===== src/include/ext_irq_map.vh =====
// Constants for the external and pin-change request block
`ifndef EXT_IRQ_MAP_VH
`define EXT_IRQ_MAP_VH
`define SENSE_LOW      2'h0
`define SENSE_ANY      2'h1
`define SENSE_FALL     2'h2
`define SENSE_RISE     2'h3
`define SLEEP_IDLE     3'h0
`define SLEEP_ADCNR    3'h1
`define SLEEP_PDOWN    3'h2
`define SLEEP_PSAVE    3'h3
`define SLEEP_STDBY    3'h6
`define PC_G0_LO       0
`define PC_G0_HI       7
`define PC_G1_LO       8
`define PC_G1_HI       14
`define PC_G2_LO       16
`define PC_G2_HI       23
`define PORTC_PC_BASE  8
`define PORTC_EXT3_BIT 0
`endif


===== src/verilog/ext_irq_ctrl.v =====
// External request and pin-change interrupt controller
// ============================================================
`timescale 1ns/1ps
`include "ext_irq_map.vh"
module ext_irq_ctrl
#(
	parameter NEXT = 4
)
(
	input  wire            i_mclk,
	input  wire            i_srst,
	input  wire [NEXT-2:0] i_ext_request_pins,
	input  wire [7:0]      i_port_c,
	input  wire [7:0]      i_pcin_lo,
	input  wire [7:0]      i_pcin_hi,
	input  wire [7:0]      i_pin_change_mask_0,
	input  wire [7:0]      i_pin_change_mask_1,
	input  wire [7:0]      i_pin_change_mask_2,
	input  wire [7:0]      i_pin_change_mask_3,
	input  wire [7:0]      i_ext_request_sense_ctrl,
	input  wire [NEXT-1:0] i_ext_enable,
	input  wire [NEXT-1:0] i_ext_clear,
	input  wire [2:0]      i_pc_clear,
	input  wire            i_sleep,
	input  wire [2:0]      i_sleep_mode,
	input  wire            i_startup_done,
	input  wire            i_internal_irq,
	output reg  [NEXT-1:0] o_ext_flag,
	output reg  [NEXT-1:0] o_ext_irq,
	output reg  [2:0]      o_pc_flag,
	output reg  [2:0]      o_pc_irq,
	output reg             o_wake,
	output reg  [NEXT-1:0] o_clamp_override,
	output reg             o_input_clamp,
	output reg             o_io_clk_run
);
	// ============================================================
	// Input synchronisers
	wire [NEXT-1:0] raw_ext;
	wire [23:0]     raw_pc;
	wire [NEXT-1:0] ext_s;
	wire [23:0]     pc_s;
	wire [NEXT-1:0] ext_in;
	wire [23:0]     pc_in;

	// Port C bit 0 doubles as request 3
	assign raw_ext = {i_port_c[`PORTC_EXT3_BIT], i_ext_request_pins};
	assign raw_pc  = {i_pcin_hi, i_port_c, i_pcin_lo};

	sync2 #(.WIDTH(NEXT)) u_sync_ext
	(
		.i_mclk (i_mclk),
		.i_srst (i_srst),
		.i_d    (raw_ext),
		.o_q    (ext_s)
	);

	sync2 #(.WIDTH(24)) u_sync_pc
	(
		.i_mclk (i_mclk),
		.i_srst (i_srst),
		.i_d    (raw_pc),
		.o_q    (pc_s)
	);

	// ============================================================
	// Sleep state and input clamp
	reg  clamp_mode;
	reg  io_run;
	reg  was_clamped;
	wire resume;

	always @*
	begin
		case (i_sleep_mode)
			`SLEEP_PDOWN: clamp_mode = 1'b1;
			`SLEEP_PSAVE: clamp_mode = 1'b1;
			`SLEEP_STDBY: clamp_mode = 1'b1;
			default:      clamp_mode = 1'b0;
		endcase
		io_run = !i_sleep || (i_sleep_mode == `SLEEP_IDLE);
	end

	// Clamped pins read low unless their request is enabled
	assign ext_in = (i_sleep && clamp_mode) ? (ext_s & i_ext_enable) : ext_s;
	assign pc_in  = pc_s;

	assign resume = was_clamped && !(i_sleep && clamp_mode);

	always @(posedge i_mclk)
	begin
		if (i_srst)
		begin
			was_clamped      <= 1'b0;
			o_input_clamp    <= 1'b0;
			o_clamp_override <= {NEXT{1'b0}};
			o_io_clk_run     <= 1'b1;
		end
		else
		begin
			was_clamped      <= i_sleep && clamp_mode;
			o_input_clamp    <= i_sleep && clamp_mode;
			o_clamp_override <= i_ext_enable;
			o_io_clk_run     <= io_run;
		end
	end

	// ============================================================
	// External request pins, dedicated and Port C bit 0
	reg  [NEXT-1:0] ext_last;
	reg  [NEXT-1:0] ext_hit;
	reg  [NEXT-1:0] level_hit;
	reg  [1:0]      sense;
	integer         k;

	always @*
	begin
		ext_hit   = {NEXT{1'b0}};
		level_hit = {NEXT{1'b0}};
		sense     = 2'h0;
		for (k = 0; k < NEXT; k = k + 1)
		begin
			sense = i_ext_request_sense_ctrl[2*k +: 2];
			case (sense)
				`SENSE_LOW:
					level_hit[k] = !ext_in[k];
				`SENSE_ANY:
					ext_hit[k] = io_run && (ext_in[k] != ext_last[k]);
				`SENSE_FALL:
					ext_hit[k] = io_run && ext_last[k] && !ext_in[k];
				`SENSE_RISE:
					ext_hit[k] = io_run && !ext_last[k] && ext_in[k];
				default:
					ext_hit[k] = 1'b0;
			endcase
			// Clamp released on a high pin flags any disabled edge-sensed request, falling sense included
			if (resume && !i_ext_enable[k] && sense != `SENSE_LOW && ext_s[k])
				ext_hit[k] = 1'b1;
		end
	end

	// Edge history advances while the I/O clock runs and in the cycle the clamp is released
	always @(posedge i_mclk)
	begin
		if (i_srst)
			ext_last <= {NEXT{1'b0}};
		else if (io_run || resume)
			ext_last <= ext_in;
	end

	// ============================================================
	// Pin-change groups
	wire [2:0] pc_pend;
	wire [2:0] pc_wake;

	pin_change_group #(.WIDTH(8)) u_pc0
	(
		.i_mclk    (i_mclk),
		.i_srst    (i_srst),
		.i_pins    (pc_in[`PC_G0_HI:`PC_G0_LO]),
		.i_mask    (i_pin_change_mask_0),
		.i_clear   (i_pc_clear[0]),
		.o_pending (pc_pend[0]),
		.o_wake    (pc_wake[0])
	);

	pin_change_group #(.WIDTH(7)) u_pc1
	(
		.i_mclk    (i_mclk),
		.i_srst    (i_srst),
		.i_pins    (pc_in[`PC_G1_HI:`PC_G1_LO]),
		.i_mask    (i_pin_change_mask_1[6:0]),
		.i_clear   (i_pc_clear[1]),
		.o_pending (pc_pend[1]),
		.o_wake    (pc_wake[1])
	);

	pin_change_group #(.WIDTH(8)) u_pc2
	(
		.i_mclk    (i_mclk),
		.i_srst    (i_srst),
		.i_pins    (pc_in[`PC_G2_HI:`PC_G2_LO]),
		.i_mask    (i_pin_change_mask_2),
		.i_clear   (i_pc_clear[2]),
		.o_pending (pc_pend[2]),
		.o_wake    (pc_wake[2])
	);

	// ============================================================
	// Pending flags, requests and wake-up
	reg [NEXT-1:0] next_ext_flag;
	reg            next_wake;
	integer        j;

	always @*
	begin
		// Edge events latch; level sense follows the pin while low
		next_ext_flag = (o_ext_flag & ~i_ext_clear) | ext_hit | level_hit;
		for (j = 0; j < NEXT; j = j + 1)
			if (i_ext_request_sense_ctrl[2*j +: 2] == `SENSE_LOW && !ext_hit[j])
				next_ext_flag[j] = level_hit[j];
		next_wake = 1'b0;
		if (i_sleep)
		begin
			if (i_sleep_mode == `SLEEP_IDLE)
				next_wake = |(ext_hit & i_ext_enable) | |(pc_pend & i_pin_change_mask_3[2:0])
					| i_internal_irq | |(level_hit & i_ext_enable);
			else
				next_wake = |(level_hit & i_ext_enable) | |pc_wake;
		end
	end

	always @(posedge i_mclk)
	begin
		if (i_srst)
		begin
			o_ext_flag <= {NEXT{1'b0}};
			o_ext_irq  <= {NEXT{1'b0}};
			o_pc_flag  <= 3'h0;
			o_pc_irq   <= 3'h0;
			o_wake     <= 1'b0;
		end
		else
		begin
			o_ext_flag <= next_ext_flag;
			// A level gone before start-up ends gives no request
			o_ext_irq  <= next_ext_flag & i_ext_enable & {NEXT{i_startup_done}};
			o_pc_flag  <= pc_pend;
			o_pc_irq   <= pc_pend & i_pin_change_mask_3[2:0];
			o_wake     <= next_wake;
		end
	end
endmodule


===== src/verilog/sync2.v =====
// Two-stage synchroniser for a bus of pin levels
`timescale 1ns/1ps
module sync2
#(
	parameter WIDTH = 1
)
(
	input  wire             i_mclk,
	input  wire             i_srst,
	input  wire [WIDTH-1:0] i_d,
	output reg  [WIDTH-1:0] o_q
);
	reg [WIDTH-1:0] meta;

	always @(posedge i_mclk)
	begin
		if (i_srst)
		begin
			meta <= {WIDTH{1'b0}};
			o_q  <= {WIDTH{1'b0}};
		end
		else
		begin
			meta <= i_d;
			o_q  <= meta;
		end
	end
endmodule


===== src/verilog/pin_change_group.v =====
// One pin-change group: masked toggle detect and sticky pending flag
`timescale 1ns/1ps
module pin_change_group
#(
	parameter WIDTH = 8
)
(
	input  wire             i_mclk,
	input  wire             i_srst,
	input  wire [WIDTH-1:0] i_pins,
	input  wire [WIDTH-1:0] i_mask,
	input  wire             i_clear,
	output reg              o_pending,
	output wire             o_wake
);
	reg [WIDTH-1:0] last;
	wire            hit;

	assign hit = |((i_pins ^ last) & i_mask);
	assign o_wake = hit;

	always @(posedge i_mclk)
	begin
		if (i_srst)
		begin
			last      <= {WIDTH{1'b0}};
			o_pending <= 1'b0;
		end
		else
		begin
			last <= i_pins;
			if (hit)
				o_pending <= 1'b1;
			else if (i_clear)
				o_pending <= 1'b0;
		end
	end
endmodule


===== config.mk =====
export PLATFORM = sky130hd
export DESIGN_NAME = ext_irq_ctrl
export DESIGN_NICKNAME = d
export VERILOG_FILES = /design/src/verilog/ext_irq_ctrl.v /design/src/verilog/sync2.v /design/src/verilog/pin_change_group.v
export VERILOG_INCLUDE_DIRS = /design/src /design/src/include
export SDC_FILE = /design/constraint.sdc
export NUM_CORES = 1
export LEC_CHECK = 0
export BUFFER_PORTS_ARGS = -buffer_cell sky130_fd_sc_hd__buf_2
export CAP_MARGIN = 20
export CORE_ASPECT_RATIO = 1.5
export CORE_UTILIZATION = 45
export CTS_CLUSTER_DIAMETER = 30
export DETAILED_ROUTE_END_ITERATION = 8
export PLACE_DENSITY = 0.74
export SYNTH_ARGS = -nofsm -noshare
export SYNTH_HDL_FRONTEND = slang
export SYNTH_SLANG_ARGS = --single-unit

===== constraint.sdc =====
create_clock -name i_mclk -period 1.5 [get_ports i_mclk]
set_input_delay 0.3 -clock i_mclk [delete_from_list [all_inputs] [get_ports i_mclk]]
set_output_delay 0.3 -clock i_mclk [all_outputs]
set_load 0.1 [all_outputs]

Word-level counts from Yosys, hierarchy flattened
Cells that the tools add are included.
{ "totals": {"ff_bits": 107, "romBits": 0, "memories": 0, "latch_bits": 0, "ramBits": 0, "out_inout_bits": 21} }
{ "op_classes": {"eq_ne": 19, "bitwise": 21, "n_mux": 25, "n_addsub": 0, "reduce_logical": 79, "n_shift": 0, "mul": 0, "magnitude_cmp": 0, "div": 0} }
{ "op_table": {"columns": ["operator", "n"], "rows": [
  ["1-bit logical AND", 38],
  ["4-bit AND", 6],
  ["23-bit OR reduction", 1],
  ["1-bit two-way mux", 20],
  ["1-bit zero test", 18],
  ["8-bit AND", 2],
  ["2-bit equality test, second input constant", 8],
  ["8-bit OR reduction", 2],
  ["8-bit XOR", 2],
  ["2-bit nonzero test", 7],
  ["1-bit case mux with 3 select lines", 4],
  ["2-bit by 1-bit equality test with 1-bit output, second input constant", 4],
  ["2-bit zero test", 4],
  ["4-bit OR", 2],
  ["4-bit OR reduction", 2],
  ["7-bit AND", 1],
  ["7-bit OR reduction", 1],
  ["7-bit XOR", 1],
  ["3-bit by 2-bit equality test with 1-bit output, second input constant", 2],
  ["3-bit OR reduction", 2],
  ["4-bit two-way mux", 1],
  ["1-bit inequality test", 4],
  ["4-bit NOT", 1],
  ["1-bit OR", 4],
  ["other kinds (6)", 7]
]} }

Longest topological paths before layout
{ "logic_depth": {"depth_word": 16, "depth_mapped": 7, "ltp_nobuf": 6} }

Hierarchy
A second synthesis with hierarchy kept.
{ "unflattened": {"cells_unflattened": 350, "area_unflattened_um2": 3796.1} }
{ "by_module_without_submodules": {"columns": ["module", "area_per_inst_um2", "instances", "cells_per_inst", "seq_area_each_um2"], "rows": [
  ["sync2 at u_sync_pc", 1305.0, 1, 101, 960.9],
  ["ext_irq_ctrl", 1255.0, 1, 141, 500.5],
  ["pin_change_group at u_pc0 ...", 357.8, 2, 32, 180.2],
  ["pin_change_group at u_pc1", 310.3, 1, 28, 160.2],
  ["sync2 at u_sync_ext", 210.2, 1, 16, 160.2]
]} }

Worst setup path before layout
Ideal clock, no wire load.
{ "synth_path": {"kind": "flip-flop to flip-flop", "startpoint": "register was_clamped", "endpoint": "register o_ext_irq[1]", "setup_ns": 0.060, "stages_incl_launch_ff": 6, "path_slack_ns": -0.393, "required_ns": 1.440, "t_arrival_ns": 1.833, "period_less_slack_ns": 1.893, "n_path_buf": 0, "cell_sequence": "dfxtp_1 > o21ai_2 > nor3b_1 > a21oi_1 > o221ai_1 > and3_1"} }
{ "synth_between": {"elab_chain_len": 10, "word_cells_on_any_way": 12, "classes_between": "mux: 2; bitwise: 4; reduce/logical: 6"} }
{ "synth_rtl": {"columns": ["element", "line_no", "text"], "rows": [
  ["from (decl)", "ext_irq_ctrl.v:70", "reg was_clamped;"],
  ["from (signal assigned)", "ext_irq_ctrl.v:101", "was_clamped <= i_sleep && clamp_mode;"],
  ["1-bit logical AND *", "ext_irq_ctrl.v:88", "assign resume = was_clamped && !(i_sleep && clamp_mode);"],
  ["1-bit logical AND *", "ext_irq_ctrl.v:137", "if (resume && !i_ext_enable[k] && sense != `SENSE_LOW && ext_s[k])"],
  ["1-bit logical AND (no source line) *", null, null],
  ["1-bit logical AND *", "ext_irq_ctrl.v:137", null],
  ["1-bit two-way mux *", "ext_irq_ctrl.v:137", null],
  ["4-bit OR or 1-bit zero test (tied branches)", "ext_irq_ctrl.v:198, ext_irq_ctrl.v:200", null],
  ["4-bit OR or 1-bit logical AND (tied branches)", "ext_irq_ctrl.v:198, ext_irq_ctrl.v:200", null],
  ["1-bit two-way mux *", "ext_irq_ctrl.v:200", "if (i_ext_request_sense_ctrl[2*j +: 2] == `SENSE_LOW && !ext_hit[j])"],
  ["4-bit AND * (2 in series)", "ext_irq_ctrl.v:227", "o_ext_irq <= next_ext_flag & i_ext_enable & {NEXT{i_startup_done}};"],
  ["to (signal assigned)", "ext_irq_ctrl.v:218", "o_ext_irq <= {NEXT{1'b0}};"],
  ["to (signal assigned)", "ext_irq_ctrl.v:227", null],
  ["to (decl)", "ext_irq_ctrl.v:29", "output reg [NEXT-1:0] o_ext_irq,"]
]} }
Every way passes the cells marked *; elsewhere a longest branch is shown, timed or not.
A chain may end at the register's enable or synchronous reset.

Worst setup path after layout
{ "layout_path": {"startpoint": "register u_sync_pc.o_q[8]", "endpoint": "register o_wake"} }
{ "layout_between": {"elab_chain_len": 5} }
{ "layout_rtl": {"columns": ["element", "line_no", "text"], "rows": [
  ["from (decl)", "sync2.v:11", "output reg [WIDTH-1:0] o_q"],
  ["from (signal assigned)", "sync2.v:20", "o_q <= {WIDTH{1'b0}};"],
  ["from (signal assigned)", "sync2.v:25", "o_q <= meta;"],
  ["7-bit XOR", "pin_change_group.v:19", "assign hit = |((i_pins ^ last) & i_mask);"],
  ["7-bit AND", "pin_change_group.v:19", null],
  ["23-bit OR reduction", "ext_irq_ctrl.v:209", "next_wake = |(level_hit & i_ext_enable) | |pc_wake;"],
  ["1-bit OR", "ext_irq_ctrl.v:209", null],
  ["1-bit two-way mux", "ext_irq_ctrl.v:205", "if (i_sleep_mode == `SLEEP_IDLE)"],
  ["to (signal assigned)", "ext_irq_ctrl.v:230", "o_wake <= next_wake;"],
  ["to (decl)", "ext_irq_ctrl.v:32", "output reg o_wake,"]
]} }
No other way between the ends.

==> metrics.txt <==
# TYPE chip_impl_metric gauge
chip_impl_info{name="mostFrequentLayoutCells",value="99 x sky130_fd_sc_hd__dfxtp_1, 99 x sky130_fd_sc_hd__buf_2, 84 x sky130_fd_sc_hd__nor2b_1"} 1
chip_impl_metric{name="layout.cell_area.non_filler",unit="um^2"} 4720
chip_impl_metric{name="placement.io_buffers",unit=""} 99
chip_impl_metric{name="ioPinCount",unit=""} 107
chip_impl_metric{name="fin_cells",unit=""} 577
chip_impl_metric{name="antenna-diode-count",unit=""} 0
chip_impl_metric{name="fin_ws",unit="ns"} 0.00375
chip_impl_metric{name="fillCellCount",unit=""} 653
chip_impl_metric{name="power_per_cell_area",unit="nW/um^2"} 1240
chip_impl_info{name="critical_path.reg2reg.endpoint",value="o_wake"} 1
chip_impl_metric{name="hold_violations",unit=""} 0
chip_impl_info{name="clock-root-buffer",value="sky130_fd_sc_hd__clkbuf_16"} 1
chip_impl_metric{name="synth_top_cell_area_share",unit="%"} 56.4
chip_impl_info{name="end_kind",value="register"} 1
chip_impl_metric{name="gpl.final_weighted_congestion",unit=""} 0.844
chip_impl_info{name="worst_hold_path_ep",value="u_sync_pc.meta[1]"} 1
chip_impl_metric{name="core_area",unit="um^2"} 7760
chip_impl_metric{name="postSynthCellCount",unit=""} 349
chip_impl_metric{name="flow.area_growth_from_synthesis",unit="%"} 29.2
chip_impl_info{name="synth.area.top_cells",value="sky130_fd_sc_hd__dfxtp_1 56%, sky130_fd_sc_hd__nor2b_1 14%, sky130_fd_sc_hd__xor2_1 6.2%"} 1
chip_impl_metric{name="number_of_antenna_violations_at_the_first_check_in_global_routing",unit=""} 0
chip_impl_info{name="worst_path_max_delay_cell",value="sky130_fd_sc_hd__dfxtp_2"} 1
chip_impl_metric{name="syn-cell-area",unit="um^2"} 3660
chip_impl_info{name="worstSetupPathType",value="reg -> reg"} 1
chip_impl_metric{name="top_fanout_value_on_the_critical_path",unit=""} 6
chip_impl_metric{name="drive_above_1_share",unit="%"} 33.5
chip_impl_metric{name="global_route_wire_length_before_repair",unit="um"} 11400
chip_impl_metric{name="cts_inserted_buffers",unit=""} 9
chip_impl_metric{name="synth-warning-count",unit=""} 0
chip_impl_metric{name="final-max-slew-violation-count",unit=""} 0
chip_impl_info{name="critical_path.reg2reg.startpoint",value="u_sync_pc.o_q[8]"} 1
chip_impl_metric{name="synth.distinct_cells",unit=""} 41
chip_impl_metric{name="fp-row-count",unit=""} 39
chip_impl_metric{name="die_width",unit="um"} 75.6
chip_impl_metric{name="cts_max_level",unit=""} 3
chip_impl_info{name="worstHoldPathType",value="in -> reg"} 1
chip_impl_metric{name="grt_overflow",unit=""} 0
chip_impl_info{name="tritoncts",value="built"} 1
chip_impl_info{name="worstHoldStart",value="i_pcin_lo[1]"} 1
chip_impl_metric{name="initial_core_util",unit="%"} 47.1
chip_impl_metric{name="placement.cell_area",unit="um^2"} 4410
chip_impl_metric{name="drt_drc_violations_left",unit=""} 0
chip_impl_metric{name="fmax",unit="MHz"} 668
chip_impl_metric{name="worstHoldPathCells",unit=""} 2
chip_impl_metric{name="detailedRoute.firstPassIterationCount",unit=""} 4
chip_impl_metric{name="max_slew.worst_pin.slew",unit="ns"} 0.566
chip_impl_metric{name="slowest_delay",unit="ns"} 0.32
chip_impl_metric{name="max-cap-violations",unit=""} 0
chip_impl_metric{name="route.antenna.remaining_nets",unit=""} 0
chip_impl_info{name="crit_path_cell_trace",value="buf_4 -> nor4b_2 -> a31oi_1 -> nand4_1 -> nor4_2 -> buf_4 -> nor4b_2"} 1
chip_impl_metric{name="power.ir.vdd_worst",unit="mV"} 0.795
chip_impl_metric{name="static-leakage-power",unit="nW"} 2.14
chip_impl_info{name="start_kind",value="register"} 1
chip_impl_metric{name="crit_share_post_route",unit="%"} 99.7
chip_impl_metric{name="detailedPlacementHpwl",unit="um"} 4910
chip_impl_metric{name="timing.critical_path.required",unit="ns"} 1.76
chip_impl_metric{name="clk-insertion-delay-late",unit="ns"} 0.34
chip_impl_metric{name="grt.total_usage",unit="%"} 17.8
chip_impl_metric{name="number_of_global_route_vias_before_repair",unit=""} 2686
chip_impl_metric{name="fp.dieH",unit="um"} 112
chip_impl_metric{name="totalWireLength",unit="um"} 6990
chip_impl_info{name="netlist.top_cell.by_area",value="sky130_fd_sc_hd__dfxtp_1"} 1
chip_impl_metric{name="report.final.setup_viol",unit=""} 0
chip_impl_metric{name="wirelength_per_cell",unit="um"} 12.1
chip_impl_metric{name="synth_nets",unit=""} 435
chip_impl_metric{name="regToRegSetupSlack",unit="ns"} 0.004
chip_impl_info{name="grt_setup_unrepaired",value="yes"} 1
chip_impl_metric{name="viasPerCell",unit=""} 4.83
chip_impl_metric{name="vias",unit=""} 2787
chip_impl_metric{name="ff2ff_path_depth",unit=""} 7
chip_impl_metric{name="final.min_clock_period",unit="ns"} 1.50
chip_impl_info{name="run_status",value="complete, no violations"} 1
chip_impl_metric{name="dp_worst_setup_slack",unit="ns"} -0.266
chip_impl_metric{name="detail_route.iter0.violations",unit=""} 100
chip_impl_metric{name="slew_headroom",unit="%"} 62.2
chip_impl_metric{name="clkTransAtPathRegs",unit="ns"} 0.07
chip_impl_metric{name="mapped_avg_cell_area",unit="um^2"} 10.5
chip_impl_metric{name="yosys_register_bits",unit=""} 103
chip_impl_metric{name="final_design_utilization",unit="%"} 60.9
chip_impl_metric{name="synth_sequential_area_ratio",unit="%"} 56.4
chip_impl_metric{name="pin_count_of_the_biggest_net_entering_global_routing",unit=""} 97
chip_impl_metric{name="numClockSinks",unit=""} 103
chip_impl_metric{name="die_area",unit="um^2"} 8500
chip_impl_metric{name="clock-skew-final",unit="ns"} 0.00612
chip_impl_metric{name="worst_ep_arrival_time",unit="ns"} 1.75
chip_impl_metric{name="tns",unit="ns"} 0
chip_impl_metric{name="finalNetCount",unit=""} 556
chip_impl_metric{name="cell_count_after_placement",unit=""} 560
chip_impl_metric{name="clock_path_buffers",unit=""} 2
-- per-layer routing --
metal | vias up | GRT usage (%) | part of all wire [%]
li1 | 1409 | - | -
met1 | 1269 | 20.1 | 42
met2 | 92 | 30.4 | 50
met3 | 17 | 3.50 | 4.7
met4 | 0 | 10.0 | 2.9
met5 | - | 0 | 0
-- sequential cells by signal, summed over array words and instances (netlist names), 4 cells and up --
name,count
u_sync_pc.meta,23
u_sync_pc.o_q,23
u_pc0.last,8
u_pc2.last,8
u_pc1.last,7
ext_last,4
o_clamp_override,4
o_ext_flag,4
o_ext_irq,4
-- cell type report --
cell class	count	area, um^2	area share, %
clock buffer	9	225	4.77
clock inverter	7	56.3	1.19
inverter	8	30.0	0.636
multi-input combinational	226	1540	32.5
sequential	103	2070	43.8
tap	102	128	2.70
timing repair buffer	122	681	14.4
-- through the flow --
| step | hold WS, ns | power [mW] |
|---|---|---|
| floorplan | 0.414 | 3.45 |
| global placement | 0.416 | 3.70 |
| detailed placement | 0.421 | 3.72 |
| CTS | 0.154 | 5.89 |
| global route | 0.166 | 6.11 |
| finish | 0.165 | 5.86 |
-- power by group --
part           total, mW  switching, mW  internal (mW)
combinational      0.763          0.471          0.292
clock               2.18           1.04           1.15
sequential          2.91         0.0516           2.86
total               5.86           1.56           4.30
-- Yosys cell counts, drive strengths merged --
cell / number
dfxtp: 103
nor2b: 84
xor2: 26
nand2: 18
a21oi: 14
nand3: 12
a22oi: 10
clkbuf: 10
nor2: 9
inv: 8
and2: 5
a211oi: 4
nand2b: 4
nand3b: 4
nand4: 4
nor3b: 4
o31ai: 4
a2111oi: 2
a31oi: 2
and3: 2
buf: 2
nor4: 2
nor4b: 2
o31a: 2
a21o: 1
a221oi: 1
a222oi: 1
nor3: 1
o211a: 1
o21ai: 1
o221ai: 1
o22ai: 1
o32a: 1
or3: 1
or3b: 1
xnor2: 1
-- how the worst max path moves through the flow --
| stage | from | to | slack (ns) | cells past startpoint |
|---|---|---|---|---|
| floorplan | i_sleep_mode[2] | o_wake | -0.006 | 7 |
| global placement | i_sleep_mode[2] | o_wake | -0.22 | 7 |
| detailed placement | i_sleep_mode[2] | o_wake | -0.27 | 7 |
| CTS | u_pc1.last[0] | o_wake | -0.05 | 6 |
| global route | u_pc1.last[0] | o_wake | -0.12 | 6 |
| finish | u_sync_pc.o_q[8] | o_wake | 0.004 | 7 |
-- critical path: cells and delay by family, from the launching register on --
| kind | cells | cell delay (ns) |
|---|---|---|
| DFF | 1 | 0.32 |
| AOI/OAI and AO/OA | 1 | 0.11 |
| buffers and inverters | 2 | 0.29 |
| and+or+nand+nor | 4 | 0.69 |
-- timing repair --
action                                  in CTS  in global routing
endpoints found under the hold margin        0                  0
endpoints found under the setup margin       1                  2
pin swaps                                    4                  3
hold buffers                                 0                  0
resized for setup                            1                  6
setup buffers                                0                  1
-- logic make-up (layout without fill, tap and decap cells) --
kind of cell	count (synthesis)	after routing	share of synthesized area [%]
AO/OA/AOI/OAI	46	46	9.99
flip-flops	103	103	56.4
buffers and inverters	20	146	2.46
XOR/XNOR	27	27	6.47
AND/OR/NAND/NOR	153	153	24.7
No activity file was read; power rests on OpenSTA's default activity.
